===== src/otc_pkg.sv =====
package otc_pkg;

  // Register port geometry
  localparam int ADDR_W = 16;
  localparam int DATA_W = 16;

  // Register addresses
  localparam logic [ADDR_W-1:0] ADDR_HF_TRIM = 16'h0009;
  localparam logic [ADDR_W-1:0] ADDR_HF_CAL = 16'h000A;
  localparam logic [ADDR_W-1:0] ADDR_FAST_LF_TRIM = 16'h000B;
  localparam logic [ADDR_W-1:0] ADDR_SLOW_CTRL = 16'h000C;
  localparam logic [ADDR_W-1:0] ADDR_STAMP_LOW = 16'h0011;
  localparam logic [ADDR_W-1:0] ADDR_STAMP_HIGH = 16'h0012;
  localparam logic [ADDR_W-1:0] ADDR_STAMP_SLOT = 16'h0013;

  // Field widths and positions
  localparam int HF_TRIM_W = 8;
  localparam int TALLY_W = 15;
  localparam int FAST_LF_TRIM_W = 10;
  localparam int SLOW_TRIM_W = 6;
  localparam int CAL_TRIG_BIT = 15;
  localparam int STAMP_ARM_BIT = 15;
  localparam int PIN_SEL_W = 2;
  localparam int GPIO_W = 4;

  // Values after reset
  localparam logic [HF_TRIM_W-1:0] HF_TRIM_RST = 8'h90;
  localparam logic [FAST_LF_TRIM_W-1:0] FAST_LF_TRIM_RST = 10'h2B2;
  localparam logic [SLOW_TRIM_W-1:0] SLOW_TRIM_RST = 6'h12;
  localparam logic [TALLY_W-1:0] TALLY_RST = 15'h0000;
  localparam logic [DATA_W-1:0] WORD_ZERO = 16'h0000;

  // Calibration windows in low frequency oscillator cycles
  localparam int WIN_W = 8;
  localparam logic [WIN_W-1:0] CAL_WIN_FAST = 8'h80;
  localparam logic [WIN_W-1:0] CAL_WIN_SLOW = 8'h20;
  localparam logic [WIN_W-1:0] WIN_ONE = 8'h01;
  localparam logic [TALLY_W-1:0] TALLY_MAX = 15'h7FFF;
  localparam logic [TALLY_W-1:0] TALLY_ONE = 15'h0001;

  typedef struct packed {
    logic wr;
    logic rd;
    logic [ADDR_W-1:0] addr;
    logic [DATA_W-1:0] wdata;
  } otc_reg_req_t;

  typedef struct packed {
    logic [DATA_W-1:0] count_high;
    logic [DATA_W-1:0] count_low;
    logic [DATA_W-1:0] slot_remaining;
  } otc_stamp_snap_t;

  // Address match, used by both the write and the read decode
  function automatic logic otc_hit(input logic [ADDR_W-1:0] addr,
                                   input logic [ADDR_W-1:0] target);
    otc_hit = (addr == target);
  endfunction

endpackage


===== src/otc_top.sv =====
`timescale 1ns/1ns
// Function
// - The fast oscillator trim is 8 bits, low code slowest, high code fastest, 0x90 at reset.
// - Writing one to the calibration trigger bit starts one calibration run.
// - With the 1 MHz low oscillator, fast cycles are counted over 128 low cycles.
// - With the 32 kHz low oscillator, fast cycles are counted over 32 low cycles.
// - At the end of each run the count is loaded into the calibration tally.
// - The tally is a 15-bit read-only field of the last run, zero at reset.
// - The 1 MHz oscillator trim is 10 bits, low code slowest, high code fastest, 0x2B2 at reset.
// - Once software sets the arm bit, the next rising edge of the stamp pin captures the count.
// - The arm bit clears itself when a capture has happened.
// - The 6-bit 32 kHz trim runs from fastest at zero to slowest at all ones, 0x12 at reset.
// - The low 16 bits of the captured count read from one read-only register.
// - The high 16 bits of the captured count read from a second read-only register.
// - A read-only 16-bit field gives the count left to the next slot at capture.
module otc_top (
  // Clock and reset
  input wire logic core_clk,
  input wire logic rst,
  // Serial register port, already deserialised
  input wire otc_pkg::otc_reg_req_t reg_req,
  output logic [otc_pkg::DATA_W-1:0] reg_rdata,
  output logic reg_rvalid,
  // Oscillator monitor ticks and selection
  input wire logic hf_osc_tick,
  input wire logic lf_osc_tick,
  input wire logic lf_slow_sel,
  // Time stamp source
  input wire logic [otc_pkg::GPIO_W-1:0] gpio_in,
  input wire logic [otc_pkg::PIN_SEL_W-1:0] stamp_pin_sel,
  input wire logic [2*otc_pkg::DATA_W-1:0] free_count,
  input wire logic [otc_pkg::DATA_W-1:0] slot_remaining,
  // Oscillator trims
  output logic [otc_pkg::HF_TRIM_W-1:0] hf_osc_trim,
  output logic [otc_pkg::FAST_LF_TRIM_W-1:0] fast_lf_osc_trim,
  output logic [otc_pkg::SLOW_TRIM_W-1:0] slow_osc_trim,
  // Status
  output logic hf_cal_trigger,
  output logic stamp_arm,
  output logic stamp_taken
);
  import otc_pkg::*;

  logic wr_hf_trim;
  logic wr_hf_cal;
  logic wr_fast_lf;
  logic wr_slow_ctrl;
  logic cal_start;
  logic cal_done;
  logic [TALLY_W-1:0] hf_cal_tally;
  logic stamp_pin;
  logic stamp_captured;
  otc_stamp_snap_t stamp_snap;
  logic [DATA_W-1:0] rdata_next;

  // Write decode; read-only addresses and reserved bits ignore writes
  assign wr_hf_trim = reg_req.wr && otc_hit(reg_req.addr, ADDR_HF_TRIM);
  assign wr_hf_cal = reg_req.wr && otc_hit(reg_req.addr, ADDR_HF_CAL);
  assign wr_fast_lf = reg_req.wr && otc_hit(reg_req.addr, ADDR_FAST_LF_TRIM);
  assign wr_slow_ctrl = reg_req.wr && otc_hit(reg_req.addr, ADDR_SLOW_CTRL);

  always_ff @(posedge core_clk) begin
    if (rst) begin
      hf_osc_trim <= HF_TRIM_RST;
    end else if (wr_hf_trim) begin
      hf_osc_trim <= reg_req.wdata[HF_TRIM_W-1:0];
    end
  end

  always_ff @(posedge core_clk) begin
    if (rst) begin
      fast_lf_osc_trim <= FAST_LF_TRIM_RST;
    end else if (wr_fast_lf) begin
      fast_lf_osc_trim <= reg_req.wdata[FAST_LF_TRIM_W-1:0];
    end
  end

  // Code goes down as frequency goes up; trim is passed through untouched
  always_ff @(posedge core_clk) begin
    if (rst) begin
      slow_osc_trim <= SLOW_TRIM_RST;
    end else if (wr_slow_ctrl) begin
      slow_osc_trim <= reg_req.wdata[SLOW_TRIM_W-1:0];
    end
  end

  // A start is accepted when idle or in the very cycle a run completes,
  // so a trigger landing on the completion is not lost. A run cannot be
  // aborted: writing zero while busy has no effect.
  assign cal_start = wr_hf_cal && reg_req.wdata[CAL_TRIG_BIT] &&
                     (!hf_cal_trigger || cal_done);

  always_ff @(posedge core_clk) begin
    if (rst) begin
      hf_cal_trigger <= 1'b0;
    end else if (cal_start) begin
      hf_cal_trigger <= 1'b1;
    end else if (cal_done) begin
      hf_cal_trigger <= 1'b0;
    end
  end

  otc_cal_counter u_cal (
    .core_clk(core_clk),
    .rst(rst),
    .start(cal_start),
    .slow_lf(lf_slow_sel),
    .hf_tick(hf_osc_tick),
    .lf_tick(lf_osc_tick),
    .done(cal_done),
    .tally(hf_cal_tally)
  );

  // Pin zero after reset unless the selector says otherwise
  assign stamp_pin = gpio_in[stamp_pin_sel];

  // Set by software wins over the self clear in the same cycle
  always_ff @(posedge core_clk) begin
    if (rst) begin
      stamp_arm <= 1'b0;
    end else if (wr_slow_ctrl) begin
      stamp_arm <= reg_req.wdata[STAMP_ARM_BIT];
    end else if (stamp_captured) begin
      stamp_arm <= 1'b0;
    end
  end

  otc_stamp_capture u_stamp (
    .core_clk(core_clk),
    .rst(rst),
    .armed(stamp_arm),
    .pin_level(stamp_pin),
    .free_count(free_count),
    .slot_remaining(slot_remaining),
    .captured(stamp_captured),
    .snap(stamp_snap)
  );

  always_ff @(posedge core_clk) begin
    if (rst) begin
      stamp_taken <= 1'b0;
    end else begin
      stamp_taken <= stamp_captured;
    end
  end

  // Read mux; unmapped addresses read zero
  always_comb begin
    rdata_next = WORD_ZERO;
    if (otc_hit(reg_req.addr, ADDR_HF_TRIM)) begin
      rdata_next[HF_TRIM_W-1:0] = hf_osc_trim;
    end else if (otc_hit(reg_req.addr, ADDR_HF_CAL)) begin
      rdata_next[CAL_TRIG_BIT] = hf_cal_trigger;
      rdata_next[TALLY_W-1:0] = hf_cal_tally;
    end else if (otc_hit(reg_req.addr, ADDR_FAST_LF_TRIM)) begin
      rdata_next[FAST_LF_TRIM_W-1:0] = fast_lf_osc_trim;
    end else if (otc_hit(reg_req.addr, ADDR_SLOW_CTRL)) begin
      rdata_next[STAMP_ARM_BIT] = stamp_arm;
      rdata_next[SLOW_TRIM_W-1:0] = slow_osc_trim;
    end else if (otc_hit(reg_req.addr, ADDR_STAMP_LOW)) begin
      rdata_next = stamp_snap.count_low;
    end else if (otc_hit(reg_req.addr, ADDR_STAMP_HIGH)) begin
      rdata_next = stamp_snap.count_high;
    end else if (otc_hit(reg_req.addr, ADDR_STAMP_SLOT)) begin
      rdata_next = stamp_snap.slot_remaining;
    end
  end

  // Read data is held until the next read
  always_ff @(posedge core_clk) begin
    if (rst) begin
      reg_rdata <= WORD_ZERO;
      reg_rvalid <= 1'b0;
    end else begin
      reg_rvalid <= reg_req.rd;
      if (reg_req.rd) begin
        reg_rdata <= rdata_next;
      end
    end
  end

endmodule // otc_top


===== src/otc_cal_counter.sv =====
`timescale 1ns/1ns
module otc_cal_counter (
  // Clock and reset
  input wire logic core_clk,
  input wire logic rst,
  // Control
  input wire logic start,
  input wire logic slow_lf,
  // Oscillator ticks
  input wire logic hf_tick,
  input wire logic lf_tick,
  // Result
  output logic done,
  output logic [otc_pkg::TALLY_W-1:0] tally
);
  import otc_pkg::*;

  typedef enum logic [1:0] {CAL_IDLE, CAL_ALIGN, CAL_COUNT} otc_cal_state_t;

  otc_cal_state_t state_reg;
  logic [WIN_W-1:0] win_reg;
  logic [WIN_W-1:0] lf_count_reg;
  logic [TALLY_W-1:0] hf_count_reg;
  logic [TALLY_W-1:0] hf_count_next;
  logic window_end;

  // Saturate rather than wrap so a fast oscillator never reads as slow
  always_comb begin
    hf_count_next = hf_count_reg;
    if (hf_tick && hf_count_reg != TALLY_MAX) begin
      hf_count_next = hf_count_reg + TALLY_ONE;
    end
  end

  assign window_end = (state_reg == CAL_COUNT) && lf_tick &&
                      (lf_count_reg == win_reg - WIN_ONE);

  always_ff @(posedge core_clk) begin
    if (rst) begin
      state_reg <= CAL_IDLE;
    end else if (start) begin
      state_reg <= CAL_ALIGN;
    end else begin
      unique case (state_reg)
        CAL_IDLE: state_reg <= CAL_IDLE;
        // Window opens on a low frequency edge, not mid-cycle
        CAL_ALIGN: if (lf_tick) begin
          state_reg <= CAL_COUNT;
        end
        CAL_COUNT: if (window_end) begin
          state_reg <= CAL_IDLE;
        end
      endcase
    end
  end

  always_ff @(posedge core_clk) begin
    if (rst) begin
      win_reg <= CAL_WIN_FAST;
    end else if (start) begin
      win_reg <= slow_lf ? CAL_WIN_SLOW : CAL_WIN_FAST;
    end
  end

  always_ff @(posedge core_clk) begin
    if (rst) begin
      lf_count_reg <= '0;
      hf_count_reg <= TALLY_RST;
    end else if (state_reg == CAL_ALIGN) begin
      lf_count_reg <= '0;
      hf_count_reg <= TALLY_RST;
    end else if (state_reg == CAL_COUNT) begin
      hf_count_reg <= hf_count_next;
      if (lf_tick) begin
        lf_count_reg <= lf_count_reg + WIN_ONE;
      end
    end
  end

  always_ff @(posedge core_clk) begin
    if (rst) begin
      tally <= TALLY_RST;
      done <= 1'b0;
    end else begin
      done <= window_end;
      if (window_end) begin
        tally <= hf_count_next;
      end
    end
  end

endmodule // otc_cal_counter


===== src/otc_stamp_capture.sv =====
`timescale 1ns/1ns
module otc_stamp_capture (
  // Clock and reset
  input wire logic core_clk,
  input wire logic rst,
  // Control
  input wire logic armed,
  input wire logic pin_level,
  // Live counts
  input wire logic [2*otc_pkg::DATA_W-1:0] free_count,
  input wire logic [otc_pkg::DATA_W-1:0] slot_remaining,
  // Result
  output logic captured,
  output otc_pkg::otc_stamp_snap_t snap
);
  import otc_pkg::*;

  logic pin_prev_reg;
  logic rise;

  // History runs while disarmed so a pin already high at arming is no edge
  always_ff @(posedge core_clk) begin
    if (rst) begin
      pin_prev_reg <= 1'b0;
    end else begin
      pin_prev_reg <= pin_level;
    end
  end

  assign rise = pin_level && !pin_prev_reg;

  always_ff @(posedge core_clk) begin
    if (rst) begin
      captured <= 1'b0;
      snap <= '0;
    end else begin
      captured <= armed && rise;
      if (armed && rise) begin
        snap.count_low <= free_count[DATA_W-1:0];
        snap.count_high <= free_count[2*DATA_W-1:DATA_W];
        snap.slot_remaining <= slot_remaining;
      end
    end
  end

endmodule // otc_stamp_capture


===== config.mk =====
export PLATFORM = sky130hd
export DESIGN_NAME = otc_top
export DESIGN_NICKNAME = d
export VERILOG_FILES = /design/src/otc_pkg.sv /design/src/otc_top.sv /design/src/otc_cal_counter.sv /design/src/otc_stamp_capture.sv
export SDC_FILE = /design/constraint.sdc
export NUM_CORES = 1
export LEC_CHECK = 0
export BUFFER_PORTS_ARGS = -buffer_cell sky130_fd_sc_hd__buf_2
export CAP_MARGIN = 20
export CELL_PAD_IN_SITES_DETAIL_PLACEMENT = 0
export CELL_PAD_IN_SITES_GLOBAL_PLACEMENT = 1
export CORE_ASPECT_RATIO = 2
export CORE_MARGIN = 3
export CORE_UTILIZATION = 36
export DETAILED_ROUTE_END_ITERATION = 8
export PLACE_DENSITY_LB_ADDON = 0.25
export SKIP_CTS_REPAIR_TIMING = 1
export SKIP_LAST_GASP = 1
export SLEW_MARGIN = 20
export SYNTH_ARGS = -nofsm -noshare
export SYNTH_HDL_FRONTEND = slang
export SYNTH_SLANG_ARGS = --single-unit

===== constraint.sdc =====
create_clock -name core_clk -period 1.6 [get_ports core_clk]
set_input_delay 0.32 -clock core_clk [delete_from_list [all_inputs] [get_ports core_clk]]
set_output_delay 0.32 -clock core_clk [all_outputs]
set_load 0.005 [all_outputs]

==> results of run 1 <==
through the flow:
stage	hold slack, ps	worst slack [ps]	utilization	instances	instance area [µm²]
floorplan	430	-10.5	-	750	6380
global placement	441	-357	0.465	1132	7870
detailed placement	446	-454	0.465	1132	7870
CTS	116	-179	0.501	1164	8490
global route	146	-242	0.520	1177	8810
finish	136	-181	0.520	1177	8810
layout by cell type, fill, tap and decap left out, types with 5 or more instances in the layout:
master / count
xor2_1: 11
buf_12: 8
nor2b_1: 5
inv_1: 14
and3_1: 6
buf_2: 131
clkbuf_16: 19
o21ai_2: 5
a31oi_1: 9
buf_4: 90
xnor2_1: 12
nor2_1: 53
dfxtp_1: 124
nor3_1: 10
nand4_1: 9
o211ai_1: 7
mux2_2: 16
o21ai_0: 22
nand2_1: 131
dfxtp_2: 11
buf_6: 10
a21oi_1: 83
a22oi_1: 18
o22ai_1: 14
o21ai_1: 5
mux2i_1: 27
nand3_1: 18
kinds of logic after synthesis:
kind of cell	after synthesis
compound gates	189
fa+ha+maj	2
flops	137
mux	44
xor+xnor	25
simple gates	285
buf+inv	68
per-layer routing:
metal,share of wire,wire [µm],up-vias,GRT usage
met5,0,0,-,0
met4,0.034,685,0,0.0989
met3,0.038,768,36,0.0367
met2,0.56,11500,157,0.396
met1,0.36,7420,2965,0.215
li1,-,-,3044,-
worst register-to-register path, cell delays in order, from the launching register on:
cell      delay, ps
dfxtp_2         340
xnor2_2         140
or3_4           340
buf_6           130
a211oi_4        250
buf_4           160
buf_12          120
o211ai_2         80
a21oi_1         160
final cells by class:
| type | count | share of cell area |
|---|---|---|
| inverter | 15 | 0.00639 |
| clock buffer | 19 | 0.0514 |
| sequential | 137 | 0.314 |
| tap | 207 | 0.0294 |
| clock inverter | 13 | 0.0190 |
| multi-input combinational | 545 | 0.392 |
| timing repair buffer | 241 | 0.188 |
final timing paths:
kind,endpoint,slack [ps]
setup / recovery,u_cal.tally[4],-180
hold / removal,u_stamp.snap[40],140
setup reg to reg,u_cal.tally[4],-180
hold reg to reg,u_stamp.snap[0],450
power by group:
part	total, mW	internal [mW]	switching (mW)	leakage, nW
clock network	4.09	2.55	1.54	0.300
registers	3.42	3.42	0.00597	1.11
logic	0.415	0.190	0.224	2.13
total	7.92	6.16	1.77	3.54
==> impl_metrics.toml, run 1 <==
[detailed_routing]
drt-total-wl_um = 20300
drc = 0
wire_per_inst_um = 17.3
vias_per_cell = 5.27
drt_iter0_drc = 366
first_pass_iters = 5
ant_nets = 0
vias = 6202

[run_status]
outcome = "finished, violations left"
violations = "setup timing"

[synthesis]
synth_edf_count = 0
syn_nets = 845
synth-seq-area-share = 0.435
synthCells = 750
yosys.area.top_type = "dfxtp_1"
syn_avg_cell_area_um2 = 8.40
yosys.area_share.adder = 0.00397
yosysMostFrequentCell = "dfxtp_1"
synth_compound_area_frac = 0.181
synth_top_area_frac = 0.435
synth_warnings = 0
synth_top_family_by_area = "simple AND/OR/NAND/NOR gates"
synthXorXnorAreaFrac = 0.0348
synth_cell_type_count = 62
ys.flop_type = "dfxtp_1"
yosys.area_share.simple = 0.223
async_reset_ff_frac = 0
syn-cell-area_um2 = 6300
netlist_top_cells_area = "dfxtp_1 44%, nand2_1 7.9%, a21oi_1 6.8%, mux2i_1 4.3%, nor2_1 3.3%"
synth_seq_cells = 137
yosys-mux-area-fraction = 0.0751
synth_commonest_cells = "137 x dfxtp_1, 132 x nand2_1, 85 x a21oi_1"

[global_routing]
grtUsageTotal = 0.208
antenna_found_initial = 0
grt_pass1_wl_um = 31700
first_global_vias = 6282
overflow = 0
grt_max_degree = 62

[worst_hold_path]
hold_start = "free_count[24]"
hold_depth = 3
min_path_type = "in2reg"

[cells_and_area]
largestRegisters = "u_stamp.snap (48), reg_rdata (16)"
regArea_um2 = 2760
syn2layout_area_growth_pct = 39.8
drive_above_1_share = 0.372
fin_nets = 1052
diodes = 0
largest-register = "u_stamp.snap"
multi_input_area_um2 = 3450
fill_cells = 1612
largest_register_ffs = 48

[clock_network]
cts_tree = "built"
clockBufferDepth = 2
ctsHtreeMaxLevel = 4
clock-sinks = 137
clk_pin_slew_ps = 60
numCtsBuffers = 17
clock_latency_ps = 420
cts-root-buf = "clkbuf_16"

[sta]
finalCriticalPeriod_ps = 1780
worst_slack_ps = -181
skew_ps = 7.99
drv_slew = 0
relSlewSlack = 0.746
setup_tns_ps = -1990
fmax_mhz = 561
setup_viol = 17
worst_slew_pin_slew_ps = 377
finalHoldViolCount = 0
layout_worst_path_cycle_share = 1.11
grt_setup_unrepaired = "yes"

[floorplanning]
die_area_um2 = 19200
ioPinCount = 137
core.rowCount = 67
die_w_um = 99.5
initial_core_util = 0.372
fp.dieH_um = 193
core_area_um2 = 16900

[worst_setup_path]
worst_r2r_path_depth = 8
cp.arrival_ps = 2130
cp.depth = 8
crit_chain = "xnor2_2, or3_4, buf_6, a211oi_4, buf_4, buf_12, o211ai_2, a21oi_1"
path_buf_inv = 3
critPathLaunchType = "register"
cp_slowest_stage_delay_ps = 340
crit_required_ps = 1950
cp_slowest_cell = "dfxtp_2"
path_class = "reg2reg"
end_kind = "register"
cp_top_family = "compound AO/OA/AOI/OAI gates"
critPathMaxFanout = 7
r2r_start = "u_cal.win_reg[7]"
crit_path_start = "u_cal.win_reg[7]"

[power]
p_total_mw = 7.92
p_leak_nw = 3.54
power_density_nw_per_um2 = 900
peakVddDrop_mv = 0.589

[place]
gp_congestion = 0.890
dp.final_hpwl_um = 15300
numPortBuffers = 131

[job]
maxCapViolCount = 0
Note: power is estimated with default switching activity, not from simulation.
==> inputs of run 2 (changes only) <==
CTS_CLUSTER_SIZE = 20   (was not set)
PLACE_DENSITY = 0.81   (was not set)
PLACE_DENSITY_LB_ADDON = not set   (was 0.25)
==> run 2 against run 1 <==
  * The flow still finishes with violations (setup timing)
  * Via count is 2.8% lower
  * Highest routed layer unchanged
  * Clock power fell by 9.0%
  * Largest cell class unchanged
  * Routed wire length shrank 2.4%
  * Non-clock buffer count fell by 9
  * Critical endpoint is now u_cal.tally[9]
  * Global-route usage is 0.47 points lower
  * Critical path type unchanged
  * Clock-buffer cell count is 1 lower
==> impl_metrics.toml, run 2 (synthesized netlist as in run 1, its figures left out) <==
[power]
netSwitchingFraction = 0.235
power_density_nw_per_um2 = 871
p_total_mw = 7.54
peakVddDrop_mv = 0.609
p_clk_frac = 0.494
combPwrFrac = 0.053
p_int_mw = 5.77
p_leak_nw = 3.45
p_switching_mw = 1.77
seqPwrFrac = 0.454

[worst_setup_path]
crit_required_ps = 1960
crit_chain = "xnor2_2, or3_4, buf_6, a211oi_4, buf_4, clkbuf_16, o21ai_0, a21oi_1"
critPathLaunchType = "register"
cp_slowest_stage_delay_ps = 340
cp.arrival_ps = 2180
worst_r2r_path_depth = 8
path_class = "reg2reg"
cp_slowest_cell = "dfxtp_2"
critPathMaxFanout = 6
end_kind = "register"

[detailed_routing]
ant_nets = 0
wire_per_inst_um = 17.0
drt-total-wl_um = 19900
drc = 0
vias_per_cell = 5.16
drt_iter0_drc = 265
vias = 6030
first_pass_iters = 4

[cells_and_area]
largest_register_ffs = 48
largest-register = "u_stamp.snap"
mostFrequentLayoutCells = "131 x nand2_1, 131 x buf_2, 127 x dfxtp_1"
utilization = 0.511
finalNonFillerCells = 1169
drive_above_1_share = 0.357
largestRegisters = "u_stamp.snap (48), reg_rdata (16)"
fin_nets = 1043
syn2layout_area_growth_pct = 37.5

[place]
numPortBuffers = 131
gp_congestion = 0.884
dp.final_hpwl_um = 15000
dp.cells = 1127

[sta]
setup_tns_ps = -2750
grt_setup_unrepaired = "yes"
relSlewSlack = 0.685
worst_slack_ps = -216
layout_worst_path_cycle_share = 1.14
fmax_mhz = 551
finalCriticalPeriod_ps = 1820
setup_viol = 16
finalHoldViolCount = 0
skew_ps = 12.3
drv_slew = 0
worst_slew_pin_slew_ps = 472

[global_routing]
antenna_found_initial = 1
grt_max_degree = 83
overflow = 0
grt_pass1_wl_um = 30300
grtUsageTotal = 0.203
first_global_vias = 6043

[floorplanning]
die_w_um = 99.5
initial_core_util = 0.372
core.rowCount = 67
die_area_um2 = 19200
ioPinCount = 137
core_area_um2 = 16900
fp.dieH_um = 193

[clock_network]
clock_latency_ps = 430
cts-root-buf = "clkbuf_16"
clockBufferDepth = 2
ctsHtreeMaxLevel = 4
clk_pin_slew_ps = 60
clock-sinks = 137
numCtsBuffers = 17
cts_tree = "built"

[worst_hold_path]
hold_depth = 3
min_path_type = "in2reg"

[run_status]
outcome = "finished, violations left"
violations = "setup timing"

[job]
maxCapViolCount = 0
-- run 2: cell count changes in the layout (fill, tap and decap cells not counted), moves of 2 or more --
cell / before / now
buf_12: 8 / 11
buf_4: 90 / 82
buf_6: 10 / 6
bufinv_16: 3 / 1
clkinvlp_4: 2 / 7
dfxtp_1: 124 / 127
dfxtp_2: 11 / 8
inv_6: 3 / 1
o21ai_0: 22 / 28
o21ai_2: 5 / 1
-- run 2: layout make-up --
class | count | area (µm²)
antenna | 1 | 2.50
clock inverter | 14 | 125
clock buffer | 18 | 439
inverter | 15 | 56.3
timing repair buffer | 232 | 1610
tap | 207 | 259
sequential | 137 | 2760
fill | 1627 | 8270
multi-input combinational | 545 | 3410
-- run 2: power by group through the flow --
stage | combinational, mW | sequential [mW] | clock, mW
2_1_floorplan | 0.160 | 3.50 | 0
3_3_place_gp | 0.395 | 3.50 | 0
3_5_place_dp | 0.397 | 3.50 | 0
4_1_cts | 0.398 | 3.42 | 3.81
5_1_grt | 0.431 | 3.42 | 3.97
6_report | 0.397 | 3.42 | 3.72
-- run 2: worst paths after layout --
path                          from                  end  slack [ps]
setup reg to reg  u_cal.win_reg[7]       u_cal.tally[9]        -220
hold reg to reg   u_stamp.snap[12]     u_stamp.snap[12]         450
hold / removal          reg_req[9]  fast_lf_osc_trim[9]         110
setup / recovery  u_cal.win_reg[7]       u_cal.tally[9]        -220
-- run 2: metal layers --
metal / vias up / GRT usage / routed length, µm
li1: 3020 / - / -
met1: 2830 / 0.201 / 7090
met2: 145 / 0.390 / 11400
met3: 35 / 0.0432 / 753
met4: 0 / 0.101 / 574
met5: - / 0 / 0
-- run 2: per-stage QoR --
stage / hold slack [ps] / cell area, µm² / setup slack [ps]
2_1_floorplan: 430 / 6380 / -10.5
3_3_place_gp: 439 / 7870 / -397
3_5_place_dp: 446 / 7870 / -433
4_1_cts: 99.9 / 8430 / -184
5_1_grt: 120 / 8660 / -269
6_report: 115 / 8660 / -216
-- run 2: critical path, delay by kind of cell, from the launching register on --
family | cells | cell delay [ps]
compound gates | 3 | 470
xor+xnor | 1 | 140
buf+inv | 3 | 450
flops | 1 | 340
simple gates | 1 | 340
==> inputs of run 3 (changes only) <==
CORE_UTILIZATION = 37   (was 36)
PLACE_DENSITY = 0.8   (was 0.81)
SYNTH_HIERARCHICAL = 1   (was not set)
==> run 3 against run 2 <==
  * The flow still finishes with violations (setup timing)
  * Cell count stayed put
  * Clock power is 6.5% higher
  * Total power is 4.3% higher
  * Combinational power is 22% higher
  * Area after synthesis is 6.4% higher
  * Via count hardly changed
  * Sequential power hardly changed
  * Synthesized cell count is 2.1% lower
==> impl_metrics.toml, run 3 <==
[clock_network]
ctsHtreeMaxLevel = 4
numCtsBuffers = 17
clock_latency_ps = 420
clockBufferDepth = 2
cts_tree = "built"
clock-sinks = 137
clk_pin_slew_ps = 60
cts-root-buf = "clkbuf_16"

[sta]
finalCriticalPeriod_ps = 1700
skew_ps = 12.1
worst_slack_ps = -95.0
worst_slew_pin_slew_ps = 499
finalHoldViolCount = 0
relSlewSlack = 0.667
grt_setup_unrepaired = "yes"
drv_slew = 0
fmax_mhz = 590
layout_worst_path_cycle_share = 1.06
hold_ws_ps = 135
setup_viol = 16

[detailed_routing]
drt_iter0_drc = 224
vias = 6031
drt-total-wl_um = 20200
ant_nets = 0
wire_per_inst_um = 17.3
vias_per_cell = 5.16
first_pass_iters = 5
drc = 0

[synthesis]
synth_top_area_frac = 0.409
yosysMostFrequentCell = "dfxtp_1"
synth-seq-area-share = 0.409
synthCells = 734
syn_avg_cell_area_um2 = 9.13
syn-cell-area_um2 = 6700
ys.flop_type = "dfxtp_1"
netlist_top_cells_area = "dfxtp_1 41%, mux2i_1 11%, nand2b_1 9.2%, nor2_1 3.7%, a21oi_1 2.9%"
syn_nets = 829
synth_warnings = 6
synth_seq_cells = 137
async_reset_ff_frac = 0
synth_cell_type_count = 64
yosys.area.top_type = "dfxtp_1"
synth_edf_count = 0
synth_commonest_cells = "137 x dfxtp_1, 99 x nand2b_1, 71 x mux2i_1"

[floorplanning]
core.rowCount = 69
ioPinCount = 137
die_w_um = 101
die_area_um2 = 19900
core_area_um2 = 17800
fp.dieH_um = 196
initial_core_util = 0.377

[power]
p_leak_nw = 3.64
power_density_nw_per_um2 = 869
p_total_mw = 7.86
peakVddDrop_mv = 0.540

[worst_setup_path]
critPathMaxFanout = 6
critPathLaunchType = "register"
cp.arrival_ps = 1990
worst_r2r_path_depth = 6
crit_required_ps = 1890
end_kind = "register"
path_class = "reg2reg"

[cells_and_area]
largest_register_ffs = 48
multi_input_area_um2 = 3870
syn2layout_area_growth_pct = 35.0
fin_nets = 1038
largest-register = "u_stamp/snap"
diodes = 0
utilization = 0.509
drive_above_1_share = 0.342
regArea_um2 = 2750
largestRegisters = "u_stamp/snap (48), reg_rdata (16)"
mostFrequentLayoutCells = "130 x dfxtp_1, 130 x buf_2, 101 x buf_4"
fill_cells = 1658

[global_routing]
overflow = 0
grt_pass1_wl_um = 30800
antenna_found_initial = 1
first_global_vias = 6008
grtUsageTotal = 0.202
grt_max_degree = 60

[worst_hold_path]
hold_depth = 2
min_path_type = "in2reg"

[run_status]
outcome = "finished, violations left"
violations = "setup timing"

[place]
post-place-ws_ps = -345
dp.final_hpwl_um = 15500
gp_congestion = 0.868
numPortBuffers = 131

[job]
maxCapViolCount = 0
run 3: cell types whose count changed in the layout (fill, tap and decap cells not counted), sizes merged, moves of 9 or more:
| cell | change |
|---|---|
| inv | -11 |
| nor2b | +11 |
| nand3 | -15 |
| buf | +9 |
| a21oi | -48 |
| nand2 | -99 |
| nor2 | +11 |
| a22o | +12 |
| nand2b | +96 |
| mux2i | +44 |
run 3: critical path, cell delays in order (launching register included):
cell and delay (ps):
dfxtp_2 360, ha_4 140, nand4_1 170, or2_4 340, o21ai_4 210, mux2i_1 250, a211oi_1 90
run 3: cell families after synthesis:
| group | share of synthesized area |
|---|---|
| flip-flops | 0.409 |
| AND/OR/NAND/NOR | 0.251 |
| multiplexers | 0.133 |
| buffers and inverters | 0.0450 |
| XOR/XNOR | 0.0301 |
| AO/OA/AOI/OAI | 0.128 |
| adder cells (fa/ha/maj) | 0.00373 |
run 3: area by class of cell:
cell class                 count  area share
tap                          213      0.0295
clock inverter                12      0.0166
inverter                       6     0.00249
timing repair buffer         239       0.171
clock buffer                  20      0.0494
multi-input combinational    542       0.427
sequential                   137       0.304
run 3: stage by stage:
stage | instances | TNS (ps) | cell area, µm²
floorplan | 734 | -24.4 | 6770
detailed placement | 1130 | -11200 | 8220
CTS | 1162 | -1780 | 8820
finish | 1169 | -497 | 9050
global route | 1169 | -2600 | 9050
global placement | 1130 | -8950 | 8220
run 3: path summary, 6_finish.rpt:
path	endpoint	slack, ps	startpoint
worst max-delay path	u_cal/tally[1]	-100	u_cal/hf_count_reg[1]
worst min-delay path	hf_osc_trim[7]	140	reg_req[7]
worst max register to register	u_cal/tally[1]	-100	u_cal/hf_count_reg[1]
worst min register to register	reg_rdata[12]	460	reg_rdata[12]
run 3: metal layers:
layer	share of wire	wire length [µm]	global-route usage
met5	0.00035	7	0
met4	0.041	834	0.112
met3	0.037	753	0.0287
met2	0.58	11700	0.392
met1	0.34	6970	0.194
run 3: power breakdown:
| part | leakage (nW) | internal (mW) | total [mW] | switching, mW |
|---|---|---|---|---|
| logic | 2.25 | 0.239 | 0.485 | 0.247 |
| clock network | 0.286 | 2.48 | 3.96 | 1.48 |
| registers | 1.11 | 3.41 | 3.42 | 0.000884 |
